==> src/tpi_map.vh <==
// Purpose: offsets, field positions and reset values of the timer prescaler
// Assumes: 8-bit register port with 16-bit addresses
// Notes:   included by tpi_timer.v only
`ifndef TPI_MAP_VH
`define TPI_MAP_VH

// register addresses
`define TPI_ADDR_PORT5_DIR  16'hff25
`define TPI_ADDR_PRESCALE   16'hff61
`define TPI_ADDR_OUT_CTRL1  16'hff6b

// reset values
`define TPI_RST_PORT5_DIR   8'hff
`define TPI_RST_PRESCALE    8'h00
`define TPI_RST_OUT_CTRL1   8'h00

// prescaler register fields
`define TPI_SECOND_EDGE_HI  7
`define TPI_SECOND_EDGE_LO  6
`define TPI_PRIMARY_EDGE_HI 5
`define TPI_PRIMARY_EDGE_LO 4
`define TPI_CLK_SEL_HI      1
`define TPI_CLK_SEL_LO      0
`define TPI_PRESCALE_MASK   8'hf3

// edge encodings
`define TPI_EDGE_FALL       2'h0
`define TPI_EDGE_RISE       2'h1
`define TPI_EDGE_BOTH       2'h3

// count clock encodings
`define TPI_CLK_FX          2'h0
`define TPI_CLK_FX4         2'h1
`define TPI_CLK_FX32        2'h2
`define TPI_CLK_EDGE        2'h3

// output control register fields
`define TPI_OC_ENABLE       0
`define TPI_OC_RESET_CMD    2
`define TPI_OC_SET_CMD      3
`define TPI_OC_KEEP_MASK    8'h13

// port 5 pins that carry the timer outputs
`define TPI_DIR_PIN4        4
`define TPI_DIR_PIN6        6

// prescaler divider: fx/4, fx/16 sampling, fx/32
`define TPI_DIV_W           5
`define TPI_DIV4_MASK       5'h03
`define TPI_DIV16_MASK      5'h0f
`define TPI_DIV32_MASK      5'h1f

`endif

==> src/tpi_timer.v <==
// Purpose: two 16-bit timers with prescaler, input edge select, interval
//          and pulse-generator modes, port 5 direction register
// Assumes: registers written over a 16-bit address, 8-bit data port; mode and
//          compare values come from the rest of the timer as plain inputs
// Notes:   one clock clk_sys (system_osc_clock), asynchronous reset rst
//
// Behaviour
// - bits 7:6 pick second input edge
// - bits 5:4 pick primary input edge
// - bits 1:0 pick fx, fx/4, fx/32, edge
// - high pin after reset gives immediate rise
// - re-enable after stop gives no false rise
// - reset clears both prescaler registers
// - set/reset command bits read back zero
// - direction bit 0 output, 1 input
// - reset sets all direction bits to one
// - interval match clears counter, raises request
// - interval mode is clear-on-first-compare
// - pulse mode: cycle first, width second compare
`timescale 1ns/100ps
`default_nettype none
`include "tpi_map.vh"

module tpi_timer (
  input  wire        clk_sys,
  input  wire        rst,
  input  wire [15:0] reg_addr,
  input  wire        reg_wr,
  input  wire        reg_rd,
  input  wire [7:0]  reg_wdata,
  input  wire        bank_sel,
  output reg  [7:0]  reg_rdata,
  input  wire [1:0]  primary_input_pin,
  input  wire [1:0]  second_input_pin,
  input  wire [1:0]  run_enable,
  input  wire [1:0]  interval_mode,
  input  wire [1:0]  pulse_mode,
  input  wire [31:0] first_compare_value,
  input  wire [31:0] second_compare_value,
  input  wire        output_enable_0,
  output reg  [7:0]  port5_direction,
  output wire [1:0]  timer_output_pin,
  output wire [1:0]  timer_output_oe,
  output reg  [1:0]  compare_match_irq,
  output reg  [1:0]  second_edge_evt,
  output reg  [31:0] timer_count
);

  // edge decode shared by all inputs; the prohibited code matches nothing
  function edge_hit;
    input [1:0] sel;
    input       prev;
    input       cur;
    begin
      case (sel)
        `TPI_EDGE_FALL: edge_hit = prev & ~cur;
        `TPI_EDGE_RISE: edge_hit = ~prev & cur;
        `TPI_EDGE_BOTH: edge_hit = prev ^ cur;
        default:        edge_hit = 1'b0;
      endcase
    end
  endfunction

  reg [7:0]  prescale_edge_select_0;       // channel 0 prescaler
  reg [7:0]  prescale_edge_select_1;       // channel 1 prescaler
  reg [7:0]  output_control_1;             // kept bits only
  reg        output_ff_set_cmd;            // one-cycle command pulse
  reg        output_ff_reset_cmd;          // one-cycle command pulse
  reg [`TPI_DIV_W-1:0] div_cnt;            // free-running prescaler
  reg [1:0]  sync_p1;                      // primary pin first stage
  reg [1:0]  sync_p2;                      // primary pin second stage
  reg [1:0]  sync_s1;                      // second pin first stage
  reg [1:0]  sync_s2;                      // second pin second stage
  reg [1:0]  armed;                        // counter enabled at least once
  reg [1:0]  prev_p;                       // fx/16 sample of primary pin
  reg [1:0]  prev_s;                       // last level of second pin
  reg [1:0]  out_ff;                       // timer output flip-flops

  // a strobe fires when the masked low divider bits are all ones
  wire strobe4  = ((div_cnt & `TPI_DIV4_MASK) == `TPI_DIV4_MASK);
  wire strobe16 = ((div_cnt & `TPI_DIV16_MASK) == `TPI_DIV16_MASK);
  wire strobe32 = (div_cnt == `TPI_DIV32_MASK);
  wire [1:0] out_enable;

  assign out_enable = {output_control_1[`TPI_OC_ENABLE], output_enable_0};
  assign timer_output_pin = out_ff & out_enable;
  // buffer on while the direction bit is 0
  assign timer_output_oe = {~port5_direction[`TPI_DIR_PIN6],
                            ~port5_direction[`TPI_DIR_PIN4]};

  // register writes; prescale registers share one address, bank_sel picks
  always @(posedge clk_sys or posedge rst) begin
    if (rst) begin
      port5_direction        <= `TPI_RST_PORT5_DIR;
      prescale_edge_select_0 <= `TPI_RST_PRESCALE;
      prescale_edge_select_1 <= `TPI_RST_PRESCALE;
      output_control_1       <= `TPI_RST_OUT_CTRL1;
      output_ff_set_cmd      <= 1'b0;
      output_ff_reset_cmd    <= 1'b0;
    end else begin
      output_ff_set_cmd   <= 1'b0;
      output_ff_reset_cmd <= 1'b0;
      if (reg_wr && reg_addr == `TPI_ADDR_PORT5_DIR) begin
        port5_direction <= reg_wdata;
      end else if (reg_wr && reg_addr == `TPI_ADDR_PRESCALE) begin
        // bits 3:2 are fixed at zero
        if (bank_sel) begin
          prescale_edge_select_1 <= reg_wdata & `TPI_PRESCALE_MASK;
        end else begin
          prescale_edge_select_0 <= reg_wdata & `TPI_PRESCALE_MASK;
        end
      end else if (reg_wr && reg_addr == `TPI_ADDR_OUT_CTRL1) begin
        // command bits are not stored so they read back zero
        output_control_1    <= reg_wdata & `TPI_OC_KEEP_MASK;
        output_ff_set_cmd   <= reg_wdata[`TPI_OC_SET_CMD];
        output_ff_reset_cmd <= reg_wdata[`TPI_OC_RESET_CMD];
      end
    end
  end

  // registered read port; unmapped addresses read zero
  always @(posedge clk_sys or posedge rst) begin
    if (rst) begin
      reg_rdata <= 8'h00;
    end else if (reg_rd) begin
      if (reg_addr == `TPI_ADDR_PORT5_DIR) begin
        reg_rdata <= port5_direction;
      end else if (reg_addr == `TPI_ADDR_PRESCALE) begin
        reg_rdata <= bank_sel ? prescale_edge_select_1
                              : prescale_edge_select_0;
      end else if (reg_addr == `TPI_ADDR_OUT_CTRL1) begin
        reg_rdata <= output_control_1;
      end else begin
        reg_rdata <= 8'h00;
      end
    end
  end

  // free-running divider gives fx/4, fx/16 sampling and fx/32 strobes
  always @(posedge clk_sys or posedge rst) begin
    if (rst) begin
      div_cnt <= {`TPI_DIV_W{1'b0}};
    end else begin
      div_cnt <= div_cnt + 1'b1;
    end
  end

  // pins cross in through two flip-flops before any edge logic
  always @(posedge clk_sys or posedge rst) begin
    if (rst) begin
      sync_p1 <= 2'h0;
      sync_p2 <= 2'h0;
      sync_s1 <= 2'h0;
      sync_s2 <= 2'h0;
    end else begin
      sync_p1 <= primary_input_pin;
      sync_p2 <= sync_p1;
      sync_s1 <= second_input_pin;
      sync_s2 <= sync_s1;
    end
  end

  genvar ch;
  generate
    for (ch = 0; ch < 2; ch = ch + 1) begin : g_ch
      wire [7:0]  psel = (ch == 0) ? prescale_edge_select_0
                                   : prescale_edge_select_1;
      wire [15:0] cmp0 = first_compare_value[16*ch +: 16];
      wire [15:0] cmp1 = second_compare_value[16*ch +: 16];
      wire [15:0] cnt  = timer_count[16*ch +: 16];
      wire        run  = run_enable[ch];
      // the pin is looked at on fx/16 strobes only, so a pulse must
      // span two of them to be seen reliably
      wire p_edge = strobe16 & edge_hit(
                      psel[`TPI_PRIMARY_EDGE_HI:`TPI_PRIMARY_EDGE_LO],
                      prev_p[ch], sync_p2[ch]);
      wire s_edge = edge_hit(
                      psel[`TPI_SECOND_EDGE_HI:`TPI_SECOND_EDGE_LO],
                      prev_s[ch], sync_s2[ch]);
      reg  tick;                           // one count clock event
      wire match0 = (cnt == cmp0);
      wire match1 = (cnt == cmp1);
      wire [1:0] cmd = (ch == 1) ? {output_ff_set_cmd, output_ff_reset_cmd}
                                 : 2'h0;

      // count clock selection
      always @* begin
        case (psel[`TPI_CLK_SEL_HI:`TPI_CLK_SEL_LO])
          `TPI_CLK_FX:   tick = 1'b1;
          `TPI_CLK_FX4:  tick = strobe4;
          `TPI_CLK_FX32: tick = strobe32;
          default:       tick = p_edge;
        endcase
      end

      // edge history is held at zero until the first enable, so a high
      // pin after reset is seen as a rise; afterwards it keeps tracking
      // even while stopped, so a re-enable finds no stale rise
      always @(posedge clk_sys or posedge rst) begin
        if (rst) begin
          armed[ch]  <= 1'b0;
          prev_p[ch] <= 1'b0;
          prev_s[ch] <= 1'b0;
        end else begin
          if (run) begin
            armed[ch] <= 1'b1;
          end
          if ((run || armed[ch]) && strobe16) begin
            prev_p[ch] <= sync_p2[ch];
          end
          if (run || armed[ch]) begin
            prev_s[ch] <= sync_s2[ch];
          end
        end
      end

      // counter, compare and output flip-flop
      always @(posedge clk_sys or posedge rst) begin
        if (rst) begin
          timer_count[16*ch +: 16] <= 16'h0000;
          compare_match_irq[ch]    <= 1'b0;
          second_edge_evt[ch]      <= 1'b0;
          out_ff[ch]               <= 1'b0;
        end else begin
          compare_match_irq[ch] <= 1'b0;
          second_edge_evt[ch]   <= run & s_edge;
          if (!run) begin
            // stopped counter holds at zero
            timer_count[16*ch +: 16] <= 16'h0000;
          end else if (tick) begin
            if ((interval_mode[ch] || pulse_mode[ch]) && match0) begin
              // period is cmp0 + 1 counts
              timer_count[16*ch +: 16] <= 16'h0000;
              compare_match_irq[ch]    <= 1'b1;
            end else begin
              timer_count[16*ch +: 16] <= cnt + 16'h0001;
              compare_match_irq[ch]    <= match0;
            end
          end
          // commands win over compare events in their cycle
          if (cmd[1]) begin
            out_ff[ch] <= 1'b1;
          end else if (cmd[0]) begin
            out_ff[ch] <= 1'b0;
          end else if (run && tick && pulse_mode[ch]) begin
            // high from cycle start until the second compare
            if (match0) begin
              out_ff[ch] <= 1'b1;
            end else if (match1) begin
              out_ff[ch] <= 1'b0;
            end
          end
        end
      end
    end
  endgenerate

endmodule // tpi_timer

`default_nettype wire

==> config.mk <==
export PLATFORM = sky130hd
export DESIGN_NAME = tpi_timer
export DESIGN_NICKNAME = d
export VERILOG_FILES = /design/src/tpi_timer.v
export VERILOG_INCLUDE_DIRS = /design/src
export SDC_FILE = /design/constraint.sdc
export NUM_CORES = 1
export LEC_CHECK = 0
export BUFFER_PORTS_ARGS = -buffer_cell sky130_fd_sc_hd__clkbuf_2
export CORE_UTILIZATION = 35
export CTS_BUF_LIST = sky130_fd_sc_hd__clkbuf_4
export DETAILED_ROUTE_END_ITERATION = 12
export PLACE_DENSITY = 0.7
export SYNTH_ARGS = -nofsm -noshare
export SYNTH_HDL_FRONTEND = slang
export SYNTH_SLANG_ARGS = --single-unit
==> constraint.sdc <==
create_clock -name clk_sys -period 2.5 [get_ports clk_sys]
set_input_delay 0.125 -clock clk_sys [delete_from_list [all_inputs] [get_ports clk_sys]]
set_output_delay 0.125 -clock clk_sys [all_outputs]
set_load 0.01 [all_outputs]
# [Word level (Yosys, flattened, before mapping)]
# Index checks and enable logic that the tools add are counted.
# Widths: inputs -> output; s select.
[classes] addsub=3 eq_ne=24 muxes=35 n_bitwise=30 reduce_logical=29
[ops] cell="$mux 16" count=6
[ops] cell="$eq 16x16->1" count=4
[ops] cell="$eq 16x16->1 const B" count=3
[ops] cell="$add 16x1->16 const B" count=2
[ops] cell="$mux 8" count=3
[ops] cell="$mux 1" count=19
[ops] cell="$pmux 1 s3" count=6
[ops] cell="$eq 2x2->1 const B" count=7
[ops] cell="$not 1->1" count=13
[ops] cell="$and 1x1->1" count=12
[ops] cell="$eq 2x1->1 const B" count=6
[ops] cell="$logic_not 2->1" count=6
[ops] cell="$logic_and 1x1->1" count=11
[ops] cell="$reduce_and 3->1" count=3
[ops] cell="$add 5x1->5 const B" count=1
[ops] cell="$eq 5x5->1 const B" count=1
[ops] cell="$mux 5" count=1
[ops] cell="$eq 4x4->1 const B" count=1
[ops] cell="$logic_or 1x1->1" count=4
[ops] cell="$ne 2x1->1 const B" count=2
[ops] cell="$reduce_and 2->1" count=2
[ops] cell="$reduce_bool 4->1" count=1
[ops] cell="$xor 1x1->1" count=4
[ops] cell="$reduce_bool 3->1" count=1
[ops] cell="2 further kinds" count=2
[totals] reg_bits=90 output_inout_bits=56 elab_cells=147

# [Logic depth before layout (Yosys ltp)]
# Gate-level depths: netlist (run 1).
[logic_depth] depth_word=10 mapped_depth=12 depth_no_buf=9

# [Worst setup path before layout (run 1)]
# Ideal clock, no wire load.
[synth_timing] kind="reg2reg" from="reg div_cnt[0]" to="reg timer_count[11] (netlist: g_ch[0].cnt[11])" t_arrival_ns=2.090 path_slack_ns=0.295 stages_incl_launch_ff=13 n_path_buf=3 period_less_slack_ns=2.205 path_cell_list="dfrtp_1 > ha_1 > and3_1 > buf_4 > ha_1 > nand2b_1 > a22oi_1 > a31oi_1 > and2_1 > buf_2 > buf_2 > nand2_1 > o311ai_0"
[synth_via] elab_chain_len=4
[synth_rtl] element="start, declared" line="tpi_timer.v:69" text="reg [`TPI_DIV_W-1:0] div_cnt;"
[synth_rtl] element="start signal, assigned" line="tpi_timer.v:142" text="div_cnt <= {`TPI_DIV_W{1'b0}};"
[synth_rtl] element="start signal, assigned" line="tpi_timer.v:144" text="div_cnt <= div_cnt + 1'b1;"
[synth_rtl] element="$eq 4x4->1 (no source line)"
[synth_rtl] element="$and 1x1->1" line="tpi_timer.v:174" text="wire p_edge = strobe16 & edge_hit("
[synth_rtl] element="$pmux 1 s3 (*)" line="tpi_timer.v:188" text="case (psel[`TPI_CLK_SEL_HI:`TPI_CLK_SEL_LO])"
[synth_rtl] element="$ne 2x1->1 (no source line) (*)"
[synth_rtl] element="end signal, assigned by index" line="tpi_timer.v:236" text="timer_count[16*ch +: 16] <= cnt + 16'h0001;"
[synth_rtl] element="end, declared" line="tpi_timer.v:46" text="output reg [31:0] timer_count"
# Every way passes the cells marked *; elsewhere a longest branch is shown, timed or not.
# A chain may end at the register's enable or synchronous reset.

# [Worst setup path in the final report (run 1)]
[layout_timing] from="reg div_cnt[0]" to="reg timer_count[7] (netlist: g_ch[0].cnt[7])"
# The elaborated chain is that of the path after synthesis.

==> flow_metrics.tcl, run 1 <==
set metrics [dict create \
    synth.yosys.seq_area_share 0.433 \
    ratio_of_final_minimum_period_to_clock_period 0.931 \
    multiInputGateArea_mm2 0.00266 \
    clock_sinks 90 \
    synthArstFlopShare 1.00 \
    sequential_cell_area_mm2 0.00226 \
    rel_slew_slack 0.570 \
    min_from "reg_rd" \
    endpoint_kind "flip-flop" \
    post_synth_xor_area_fraction 0.111 \
    setup_total_negative_slack_ns 0 \
    grt_start_max_net_pins 50 \
    achievable-frequency_ghz 0.430 \
    post_synth_num_cell_types 57 \
    setup.worst_path.start_class "flip-flop" \
    cell_internal_pwr_uw 1870 \
    grt_util_all_layers 0.169 \
    finalClockSkew_ns 0.0183 \
    grt_setup_unrepaired "false" \
    clock_power_share 0.295 \
    dieWidth_um 124 \
    ios 160 \
    worst_r2r_startpoint "div_cnt[0]" \
    placement_rows 44 \
    required_ns 2.84 \
    root_buffer_selected_by_cts "clkbuf_4" \
    synthDominantCellAreaShare 0.393 \
    fill_cells 1431 \
    setup_viol_count_final 0 \
    cells_after_synth 515 \
    cts-root-to-sink-buffers 2 \
    setup.worst_path.start "div_cnt[0]" \
    yosysTopAreaCell "dfrtp_1" \
    cts_tree "done" \
    power_leakage_uw 0.00315 \
    grt_first_pass_wirelength_mm 20.0 \
    num_antenna_cells 0 \
    dpl_cell_area_mm2 0.00632 \
    timing_worst_slew_pin_value_ns 0.645 \
    cp_slowest_cell "dfrtp_1" \
    area.growth.synth_to_final_pct 26.8 \
    die_y_um 124 \
    vias 4429 \
    slew_violations 0 \
    final_nets 816 \
    antenna_violating_nets_post_route 0 \
    switching_share 0.284 \
    type_of_the_setup_path_with_the_least_slack "flip-flop to flip-flop" \
    initial_core_util 0.359 \
    gp_congestion 0.812 \
    synth.mux.area_fraction 0.0877 \
    cts_max_level 3 \
    finalCriticalPeriod_ns 2.33 \
    vdd_ir_drop_max_v 0.000259 \
    antenna_found_initial 0 \
    place_hpwl_mm 9.88 \
    coreArea_mm2 0.0145 \
    drc 0 \
    power_per_cell_area_mw_per_mm2 395 \
    avgViaCountPerCell 4.98 \
    numPortBuffers 159 \
    synth-adder-area-share 0.0288 \
    combinationalPowerShare 0.130 \
    layout.cells.most_common "clkbuf_2" \
    post_route_cell_area_mm2 0.00662 \
    final_core_util 0.455 \
    drv_cap 0 \
    worst-path-max-fanout 25 \
    yosys.area_share.simple 0.166 \
    worst-endpoint-arrival_ns 2.67 \
    power_switching_uw 742 \
    synth_enable_flop_cells 0 \
    syn-cell-area_mm2 0.00522 \
    drt_first_pass_iters 4 \
    cell_chain_critical_path "ha_1 -> and3_1 -> ha_1 -> nand2b_1 -> a22oi_1 -> a31oi_1 -> a211oi_2 -> buf_12 -> and3_1 -> a221o_1" \
    detail_route.wl_per_cell_um 14.5 \
    path_clk_slew_ns 0.16 \
    seq_power_share 0.576 \
    ys_ff_latch 90 \
    detail_route.wirelength_mm 12.9 \
    drt_first_iter_violations 218 \
    compound_cell_area_share_of_the_yosys_netlist 0.116 \
    timing.critical_path.slowest_cell_delay_ns 0.42 \
    final_cell_mix "159 x clkbuf_2, 82 x dfrtp_1, 49 x xnor2_1" \
    worst_skew_pair.late_latency_ns 0.46 \
    synth_top_family_by_area "simple AND/OR/NAND/NOR gates" \
    cts_setup_buffers 0 \
    numCtsBuffers 9 \
    post_synth.cell_area_avg_um2 10.1 \
    hold_viol 0 \
    mappedNetlistNets 631 \
    postSynth.topFlopCell "dfrtp_1" \
    grt_pass1_vias 4089 \
    run_status "finished clean" \
    design.die.area_mm2 0.0154 \
    hp-class "input pin to flip-flop" \
    global_route.overflow_total 0 \
    synth_area_leaders "dfrtp_1 39%, xnor2_1 8.2%, mux2_2 6.5%" \
    proportion_of_layout_cells_with_a_drive_suffix_above_1 0.360 \
    ys.warnings.count 0 \
]
-- timing repair --
| action | 4_1_cts | 5_1_grt |
|---|---|---|
| setup endpoints to repair | 0 | 0 |
| hold buffers | 17 | 0 |
| hold endpoints to repair | 83 | 0 |
| gates resized for setup | 0 | 0 |
-- power by group through the flow --
stage	clock, uW	sequential, uW	combinational, uW
after global placement	0	1530	315
after CTS	803	1500	343
after detailed placement	0	1530	320
after floorplan	0	1530	159
after global routing	865	1510	378
final	770	1500	338
-- layer usage --
metal | up-vias | wire [um] | global-route usage | part of all wire
met5 | - | 0 | 0 | 0
met4 | 0 | 154 | 0.0528 | 0.012
met3 | 13 | 488 | 0.0266 | 0.038
met2 | 109 | 6410 | 0.291 | 0.50
met1 | 2126 | 5880 | 0.217 | 0.45
li1 | 2181 | - | - | -
-- critical path, delay by kind of cell, from the launching register on --
family | cells | cell delay [ns]
adder cells (fa/ha/maj) | 2 | 0.46
AO/OA/AOI/OAI | 4 | 0.73
flip-flops | 1 | 0.42
buffers and inverters | 1 | 0.18
AND/OR/NAND/NOR | 3 | 0.42
-- registers in the layout, summed over array words and instances, names as in the netlist, 3 cells and up --
| register | flops |
|---|---|
| g_ch.cnt | 32 |
| port5_direction | 8 |
| output_control_1 | 3 |
| g_ch.psel | 12 |
| div_cnt | 5 |
| reg_rdata | 8 |
-- kinds of logic (layout without fill, tap and decap cells) --
| kind of cell | count (synthesis) | count (layout) |
|---|---|---|
| buffers and inverters | 65 | 255 |
| DFF | 90 | 90 |
| and+or+nand+nor | 155 | 155 |
| xor gates and xnor gates | 66 | 66 |
| adders and majority gates | 12 | 12 |
| AOI/OAI and AO/OA | 85 | 85 |
| muxes | 42 | 42 |
-- cell type report --
cell class,instances,area share
flip-flops and latches,90,0.342
well taps,184,0.0348
clock buffers,9,0.0102
clock inverters,7,0.00908
inverters,35,0.0202
multi-input cells,360,0.402
repair buffers,204,0.182
-- cell usage after synthesis (all sizes together), types with 11 or more instances --
master and instances:
a21oi 21, and2 11, buf 25, dfrtp 82, ha 12, inv 35, mux2 30, mux2i 12
nand2 33, nand3 25, nand4 24, nor2 21, o21ai 18, xnor2 49, xor2 17
-- worst paths after layout --
check | end | slack [ns] | depth (start not counted)
worst min register to register | sync_s2[0] | 0.37 | 0
worst min-delay path | reg_rdata[6] | 0.06 | 2
max in group asynchronous | port5_direction[1] | 1.50 | 4
worst max register to register | g_ch[0].cnt[7] | 0.17 | 10
worst max-delay path | g_ch[0].cnt[7] | 0.17 | 10
min in group asynchronous | prev_s[1] | 0.30 | 3
-- per-stage QoR --
step | std cells | hold WS (ns) | total power, uW | setup slack, ns
3_5_place_dp | 856 | 0.235 | 1850 | 0.183
2_1_floorplan | 515 | 0.156 | 1690 | 0.0530
6_report | 889 | 0.0616 | 2610 | 0.174
4_1_cts | 889 | 0.0151 | 2650 | 0.166
3_3_place_gp | 856 | 0.235 | 1840 | 0.263
5_1_grt | 889 | 0.0311 | 2750 | 0.0669
(Power assumes the default switching activity.)
==> run 2: changes to the inputs <==
--- a/config.mk
+++ b/config.mk
@@ -7,6 +7,7 @@
 export NUM_CORES = 1
 export LEC_CHECK = 0
 export BUFFER_PORTS_ARGS = -buffer_cell sky130_fd_sc_hd__clkbuf_2
+export CORE_MARGIN = 1.5
 export CORE_UTILIZATION = 35
 export CTS_BUF_LIST = sky130_fd_sc_hd__clkbuf_4
 export DETAILED_ROUTE_END_ITERATION = 12
==> run 2 against run 1 <==
  * Global-route usage shrank 0.22 points
  * Sequential cell count is the same
  * Maximum frequency grew 0.47%
  * Largest power group unchanged
  * Die area grew 1.6%
  * Wire length grew 0.29%
  * Register-to-register slack is essentially flat
  * Clock skew shrank 0.0019 ns
  * Clock power grew 19%
==> flow_metrics.tcl, run 2 (synthesized netlist as in run 1, its figures left out) <==
set metrics [dict create \
    detail_route.wirelength_mm 13.0 \
    r2r_slack_ns 0.18 \
    hp-class "input pin to flip-flop" \
    ratio_of_final_minimum_period_to_clock_period 0.926 \
    place_hpwl_mm 9.92 \
    coreArea_mm2 0.0145 \
    clock_sinks 90 \
    dr.max_layer_used "met4" \
    run_status "finished clean" \
    grt_util_all_layers 0.167 \
    numCtsBuffers 9 \
    vdd_ir_drop_max_v 0.000238 \
    fill_cells 1426 \
    switching_share 0.255 \
    area.growth.synth_to_final_pct 27.4 \
    gp_congestion 0.821 \
    worst-path-max-fanout 25 \
    min_path_cells 2 \
    grt_pass1_vias 4107 \
    power_leakage_uw 0.00318 \
    setup.worst_path.start_class "flip-flop" \
    setup_viol_count_final 0 \
    met3RoutedLength_um 448 \
    ctsResizeCount 0 \
    root_buffer_selected_by_cts "clkbuf_4" \
    clock_power_share 0.334 \
    die_y_um 125 \
    min_from "reg_rd" \
    drv_cap 0 \
    largest_register_ff_count 32 \
    worst-endpoint-arrival_ns 2.67 \
    achievable-frequency_ghz 0.432 \
    final_cell_mix "159 x clkbuf_2, 82 x dfrtp_1, 49 x xnor2_1" \
    type_of_the_setup_path_with_the_least_slack "flip-flop to flip-flop" \
    antenna_violating_nets_post_route 0 \
    worst_skew_pair.late_latency_ns 0.46 \
    drt_first_iter_violations 151 \
    hold_viol 0 \
    global_route.overflow_total 0 \
    rel_slew_slack 0.657 \
    grt_setup_unrepaired "false" \
    proportion_of_layout_cells_with_a_drive_suffix_above_1 0.360 \
    timing_worst_slew_pin_value_ns 0.512 \
    worst_r2r_startpoint "div_cnt[0]" \
    finalCriticalPeriod_ns 2.32 \
    endpoint_kind "flip-flop" \
    power_switching_uw 703 \
    cts-root-to-sink-buffers 2 \
    required_ns 2.85 \
    antenna_found_initial 1 \
    final_nets 817 \
    cts_max_level 3 \
    finalClockSkew_ns 0.0164 \
    power_per_cell_area_mw_per_mm2 414 \
    slew_violations 0 \
    seq_power_share 0.547 \
    grt_start_max_net_pins 63 \
    setup_total_negative_slack_ns 0 \
    rr_endpoint "g_ch[0].cnt[3]" \
    vias 4413 \
    cts_tree "done" \
    avgViaCountPerCell 4.95 \
    met2RoutedLength_mm 6.34 \
    worst_r2r_path_depth 10 \
    path_clk_slew_ns 0.15 \
    drc 0 \
    numPortBuffers 159 \
    placement_rows 44 \
    design.die.area_mm2 0.0157 \
    detail_route.wl_per_cell_um 14.6 \
    route.layer.met1.wl_mm 6.00 \
    grt_first_pass_wirelength_mm 21.3 \
    drt_first_pass_iters 5 \
    cell_internal_pwr_uw 2050 \
    ios 160 \
    layout.cells.most_common "clkbuf_2" \
    timing.hold.ws_ns 0.0529 \
    hold_end "reg_rdata[5]" \
    dieWidth_um 125 \
    combinationalPowerShare 0.119 \
    initial_core_util 0.359 \
]
-- run 2: what timing repair did --
item / in CTS / in global routing
endpoints found under the hold margin: 63 / 0
hold buffers: 17 / 0
buffers inserted: 0 / 0
-- run 2: how the worst max path moves through the flow --
stage | to | slack, ns | start | cells after the start
floorplan | armed[0] | 0.05 | rst | 1
global placement | g_ch[0].cnt[7] | 0.24 | div_cnt[0] | 10
detailed placement | g_ch[0].cnt[7] | 0.18 | div_cnt[0] | 10
CTS | g_ch[0].cnt[3] | 0.19 | div_cnt[0] | 10
global route | g_ch[0].cnt[11] | 0.003 | div_cnt[0] | 9
finish | g_ch[0].cnt[3] | 0.18 | div_cnt[0] | 10
-- run 2: critical path, cell delays in order, from the launching register on --
cell	delay (ns)
dfrtp_1	0.41
ha_1	0.23
and3_1	0.17
ha_1	0.23
nand2b_1	0.08
a22oi_1	0.07
a31oi_1	0.30
a211oi_2	0.06
buf_4	0.23
and3_1	0.19
a221o_1	0.25
-- run 2: metal layers --
metal,vias up,track usage
met5,-,0
met4,0,0.0561
met3,12,0.0180
met2,100,0.275
met1,2108,0.231
li1,2193,-
-- run 2: layout make-up --
| cell class | instances | area, um^2 | area share |
|---|---|---|---|
| clock buffer | 9 | 67.6 | 0.0102 |
| antenna | 1 | 2.50 | 0.000377 |
| tap | 184 | 230 | 0.0346 |
| multi-input combinational | 360 | 2660 | 0.400 |
| clock inverter | 7 | 93.8 | 0.0141 |
| inverter | 35 | 134 | 0.0201 |
| sequential | 90 | 2260 | 0.340 |
| timing repair buffer | 205 | 1200 | 0.180 |
-- run 2: power by group through the flow --
stage | logic (uW) | registers, uW | clock network (uW)
floorplan | 159 | 1530 | 0
global placement | 306 | 1530 | 0
detailed placement | 311 | 1530 | 0
CTS | 334 | 1510 | 962
global route | 368 | 1510 | 1010
finish | 328 | 1510 | 919
-- run 2: through the flow --
| step | std cells | worst slack, ns | total power, uW | instance area, um^2 | util |
|---|---|---|---|---|---|
| 2_1_floorplan | 515 | 0.0530 | 1690 | 5220 | - |
| 3_3_place_gp | 857 | 0.243 | 1840 | 6310 | 0.434 |
| 3_5_place_dp | 857 | 0.184 | 1840 | 6310 | 0.434 |
| 4_1_cts | 890 | 0.188 | 2800 | 6640 | 0.457 |
| 5_1_grt | 891 | 0.00262 | 2890 | 6650 | 0.457 |
| 6_report | 891 | 0.185 | 2750 | 6650 | 0.457 |
==> run 3: changes to the inputs <==
--- a/config.mk
+++ b/config.mk
@@ -6,12 +6,14 @@
 export SDC_FILE = /design/constraint.sdc
 export NUM_CORES = 1
 export LEC_CHECK = 0
+export ABC_AREA = 1
 export BUFFER_PORTS_ARGS = -buffer_cell sky130_fd_sc_hd__clkbuf_2
 export CORE_MARGIN = 1.5
 export CORE_UTILIZATION = 35
 export CTS_BUF_LIST = sky130_fd_sc_hd__clkbuf_4
 export DETAILED_ROUTE_END_ITERATION = 12
-export PLACE_DENSITY = 0.7
+export PLACE_DENSITY = 0.67
+export SKIP_CTS_REPAIR_TIMING = 1
 export SYNTH_ARGS = -nofsm -noshare
 export SYNTH_HDL_FRONTEND = slang
 export SYNTH_SLANG_ARGS = --single-unit
==> constraint.sdc (replaced) <==
create_clock -name clk_sys -period 2.4 [get_ports clk_sys]
set_input_delay 0.12 -clock clk_sys [delete_from_list [all_inputs] [get_ports clk_sys]]
set_output_delay 0.12 -clock clk_sys [all_outputs]
set_load 0.01 [all_outputs]
==> run 3 against run 2 <==
  * Global-route usage rose by 0.25 points
  * Die area rose by 9.8%
  * Sequential share of layout area fell by 1.8 points
  * Via count rose by 22%
  * First-iteration DRC count rose by 110%
  * Clock skew fell by 0.0011 ns
  * Utilization fell by 1.7 points
  * Final cell count rose by 34%
  * Critical path depth rose by 1
  * Hold slack got worse by 0.072 ns
  * Sequential cell count did not move
  * Largest power group unchanged
  * The flow now finishes with violations (negative hold slack)
  * Clock-buffer cell count rose by 2
==> flow_metrics.tcl, run 3 <==
set metrics [dict create \
    run_status "finished with violations" \
    violations "negative hold slack" \
    vias 5372 \
    synth_enable_flop_cells 0 \
    power_leakage_uw 0.00386 \
    clock_sinks 90 \
    antenna_violating_nets_post_route 0 \
    seq_power_share 0.544 \
    dpl_cell_area_mm2 0.00671 \
    timing.hold.ws_ns -0.0186 \
    timing_worst_slew_pin_value_ns 0.750 \
    final_nets 1091 \
    avgViaCountPerCell 4.49 \
    ys.warnings.count 0 \
    dieWidth_um 131 \
    global_route.overflow_total 0 \
    design.die.area_mm2 0.0172 \
    grt_util_all_layers 0.170 \
    initial_core_util 0.360 \
    final_core_util 0.440 \
    setup.worst_path.start_class "flip-flop" \
    rel_slew_slack 0.500 \
    die_y_um 131 \
    endpoint_kind "flip-flop" \
    detail_route.wl_per_cell_um 11.9 \
    root_buffer_selected_by_cts "clkbuf_4" \
    synthArstFlopShare 1.00 \
    slew_violations 0 \
    crit_buf_inv 3 \
    min_path_cells 3 \
    ios 160 \
    drt_first_iter_violations 322 \
    gp_congestion 0.841 \
    synth.yosys.seq_area_share 0.394 \
    postSynth.topFlopCell "dfrtp_1" \
    setup_total_negative_slack_ns 0 \
    vdd_ir_drop_max_v 0.000230 \
    fill_cells 1670 \
    finalCriticalPeriod_ns 2.10 \
    coreArea_mm2 0.0159 \
    drt_first_pass_iters 5 \
    antenna_found_initial 1 \
    timing.critical_path.slowest_cell_delay_ns 0.39 \
    power_switching_uw 728 \
    r2r_slack_ns 0.30 \
    drc 0 \
    ratio_of_final_minimum_period_to_clock_period 0.875 \
    post_route_cell_area_mm2 0.00702 \
    cp_slowest_cell "dfrtp_1" \
    finalClockSkew_ns 0.0154 \
    min_from "reg_wdata[0]" \
    hold_viol 1 \
    mappedNetlistNets 928 \
    type_of_the_setup_path_with_the_least_slack "flip-flop to flip-flop" \
    worst_skew_pair.late_latency_ns 0.47 \
    placedCellCount 1165 \
    cells_after_synth 812 \
    synthDominantCellAreaShare 0.357 \
    post-synth-top-count-cell "nand2_1" \
    cts-root-to-sink-buffers 2 \
    ys_ff_latch 90 \
    required_ns 2.80 \
    place_hpwl_mm 11.0 \
    largest_register_ff_count 32 \
    grt_start_max_net_pins 91 \
    worst_r2r_path_depth 11 \
    clock_power_share 0.337 \
    grt_pass1_vias 4667 \
    worst-path-max-fanout 11 \
    drv_cap 0 \
    path_clk_slew_ns 0.14 \
    post_synth_num_cell_types 33 \
    layout.cells.most_common "nand2_1" \
    grt_setup_unrepaired "false" \
    yosysTopAreaCell "dfrtp_1" \
    placement_rows 46 \
    worst-endpoint-arrival_ns 2.50 \
    cell_chain_critical_path "ha_1 -> nand3_1 -> inv_1 -> ha_1 -> inv_1 -> o21ai_0 -> nand2_1 -> a21oi_4 -> buf_4 -> nand3_1 -> nand2_1" \
    synth.cells.most_frequent "283 x nand2_1, 118 x inv_1, 82 x dfrtp_1" \
    switching_share 0.254 \
    achievable-frequency_ghz 0.476 \
    detail_route.wirelength_mm 14.3 \
    cts_max_level 3 \
    hp-class "input pin to flip-flop" \
    cell_internal_pwr_uw 2140 \
    proportion_of_layout_cells_with_a_drive_suffix_above_1 0.216 \
    post_synth.cell_area_avg_um2 7.07 \
    setup_viol_count_final 0 \
    non_filler_instance_count_after_layout 1197 \
    hold_end "port5_direction[0]" \
    numCtsBuffers 9 \
    numPortBuffers 159 \
    syn-cell-area_mm2 0.00574 \
    worst_r2r_startpoint "div_cnt[0]" \
    final_cell_mix "283 x nand2_1, 159 x clkbuf_2, 117 x inv_1" \
    combinationalPowerShare 0.119 \
    rr_endpoint "g_ch[1].cnt[13]" \
    power_per_cell_area_mw_per_mm2 409 \
    cts_tree "done" \
    synth_area_leaders "dfrtp_1 36%, nand2_1 18%, inv_1 7.7%" \
    area.growth.synth_to_final_pct 22.3 \
    cp_top_delay_family "simple AND/OR/NAND/NOR gates" \
    grt_first_pass_wirelength_mm 22.4 \
]
-- run 3: area by class of cell --
cell class              count  area, um^2  area share
clock buffers              11        82.6      0.0118
diodes                      1        2.50    0.000356
flip-flops and latches     90        2260       0.322
well taps                 216         270      0.0385
repair buffers            177         981       0.140
inverters                 123         465      0.0663
multi-input cells         574        2880       0.410
clock inverters             5        78.8      0.0112
-- run 3: how the worst max path moves through the flow --
stage	from	to	slack (ns)	depth (start not counted)
finish	div_cnt[0]	g_ch[1].cnt[13]	0.30	11
global route	div_cnt[0]	g_ch[1].cnt[15]	0.02	11
CTS	div_cnt[0]	g_ch[1].cnt[13]	0.27	11
detailed placement	div_cnt[0]	g_ch[1].cnt[12]	0.33	11
global placement	div_cnt[0]	g_ch[1].cnt[14]	0.42	11
floorplan	div_cnt[0]	g_ch[0].cnt[9]	0.52	10
-- run 3: cells by family after synthesis --
kind of cell	after synthesis	share of synthesized area
AOI/OAI and AO/OA	53	0.0503
xor gates and xnor gates	67	0.102
adders and majority gates	12	0.0261
buffers and inverters	148	0.105
DFF	90	0.394
and+or+nand+nor	442	0.323
-- run 3: metrics by stage --
step	hold slack, ns	worst slack, ns	power [uW]
floorplan	0.151	0.520	1760
global placement	0.232	0.420	1910
global route	0.00110	0.0170	3020
finish	-0.0186	0.299	2870
detailed placement	0.230	0.325	1920
CTS	-0.281	0.274	2890
-- run 3: power by group through the flow --
stage,clock network (uW),logic (uW),registers (uW)
detailed placement,0,325,1590
global route,1060,391,1570
CTS,1000,327,1560
finish,967,340,1560
global placement,0,321,1590
floorplan,0,180,1580
-- run 3: tightest hold or removal path, stage by stage --
cell and delay (ns):
clkbuf_2 0.08, inv_1 0.15, o21ai_1 0.10
-- run 3: metal layers --
metal	vias to the layer above	part of all wire	global-route usage
li1	2799	-	-
met1	2389	0.44	0.216
met2	167	0.48	0.286
met3	17	0.058	0.0304
met4	0	0.021	0.0659
met5	-	0	0
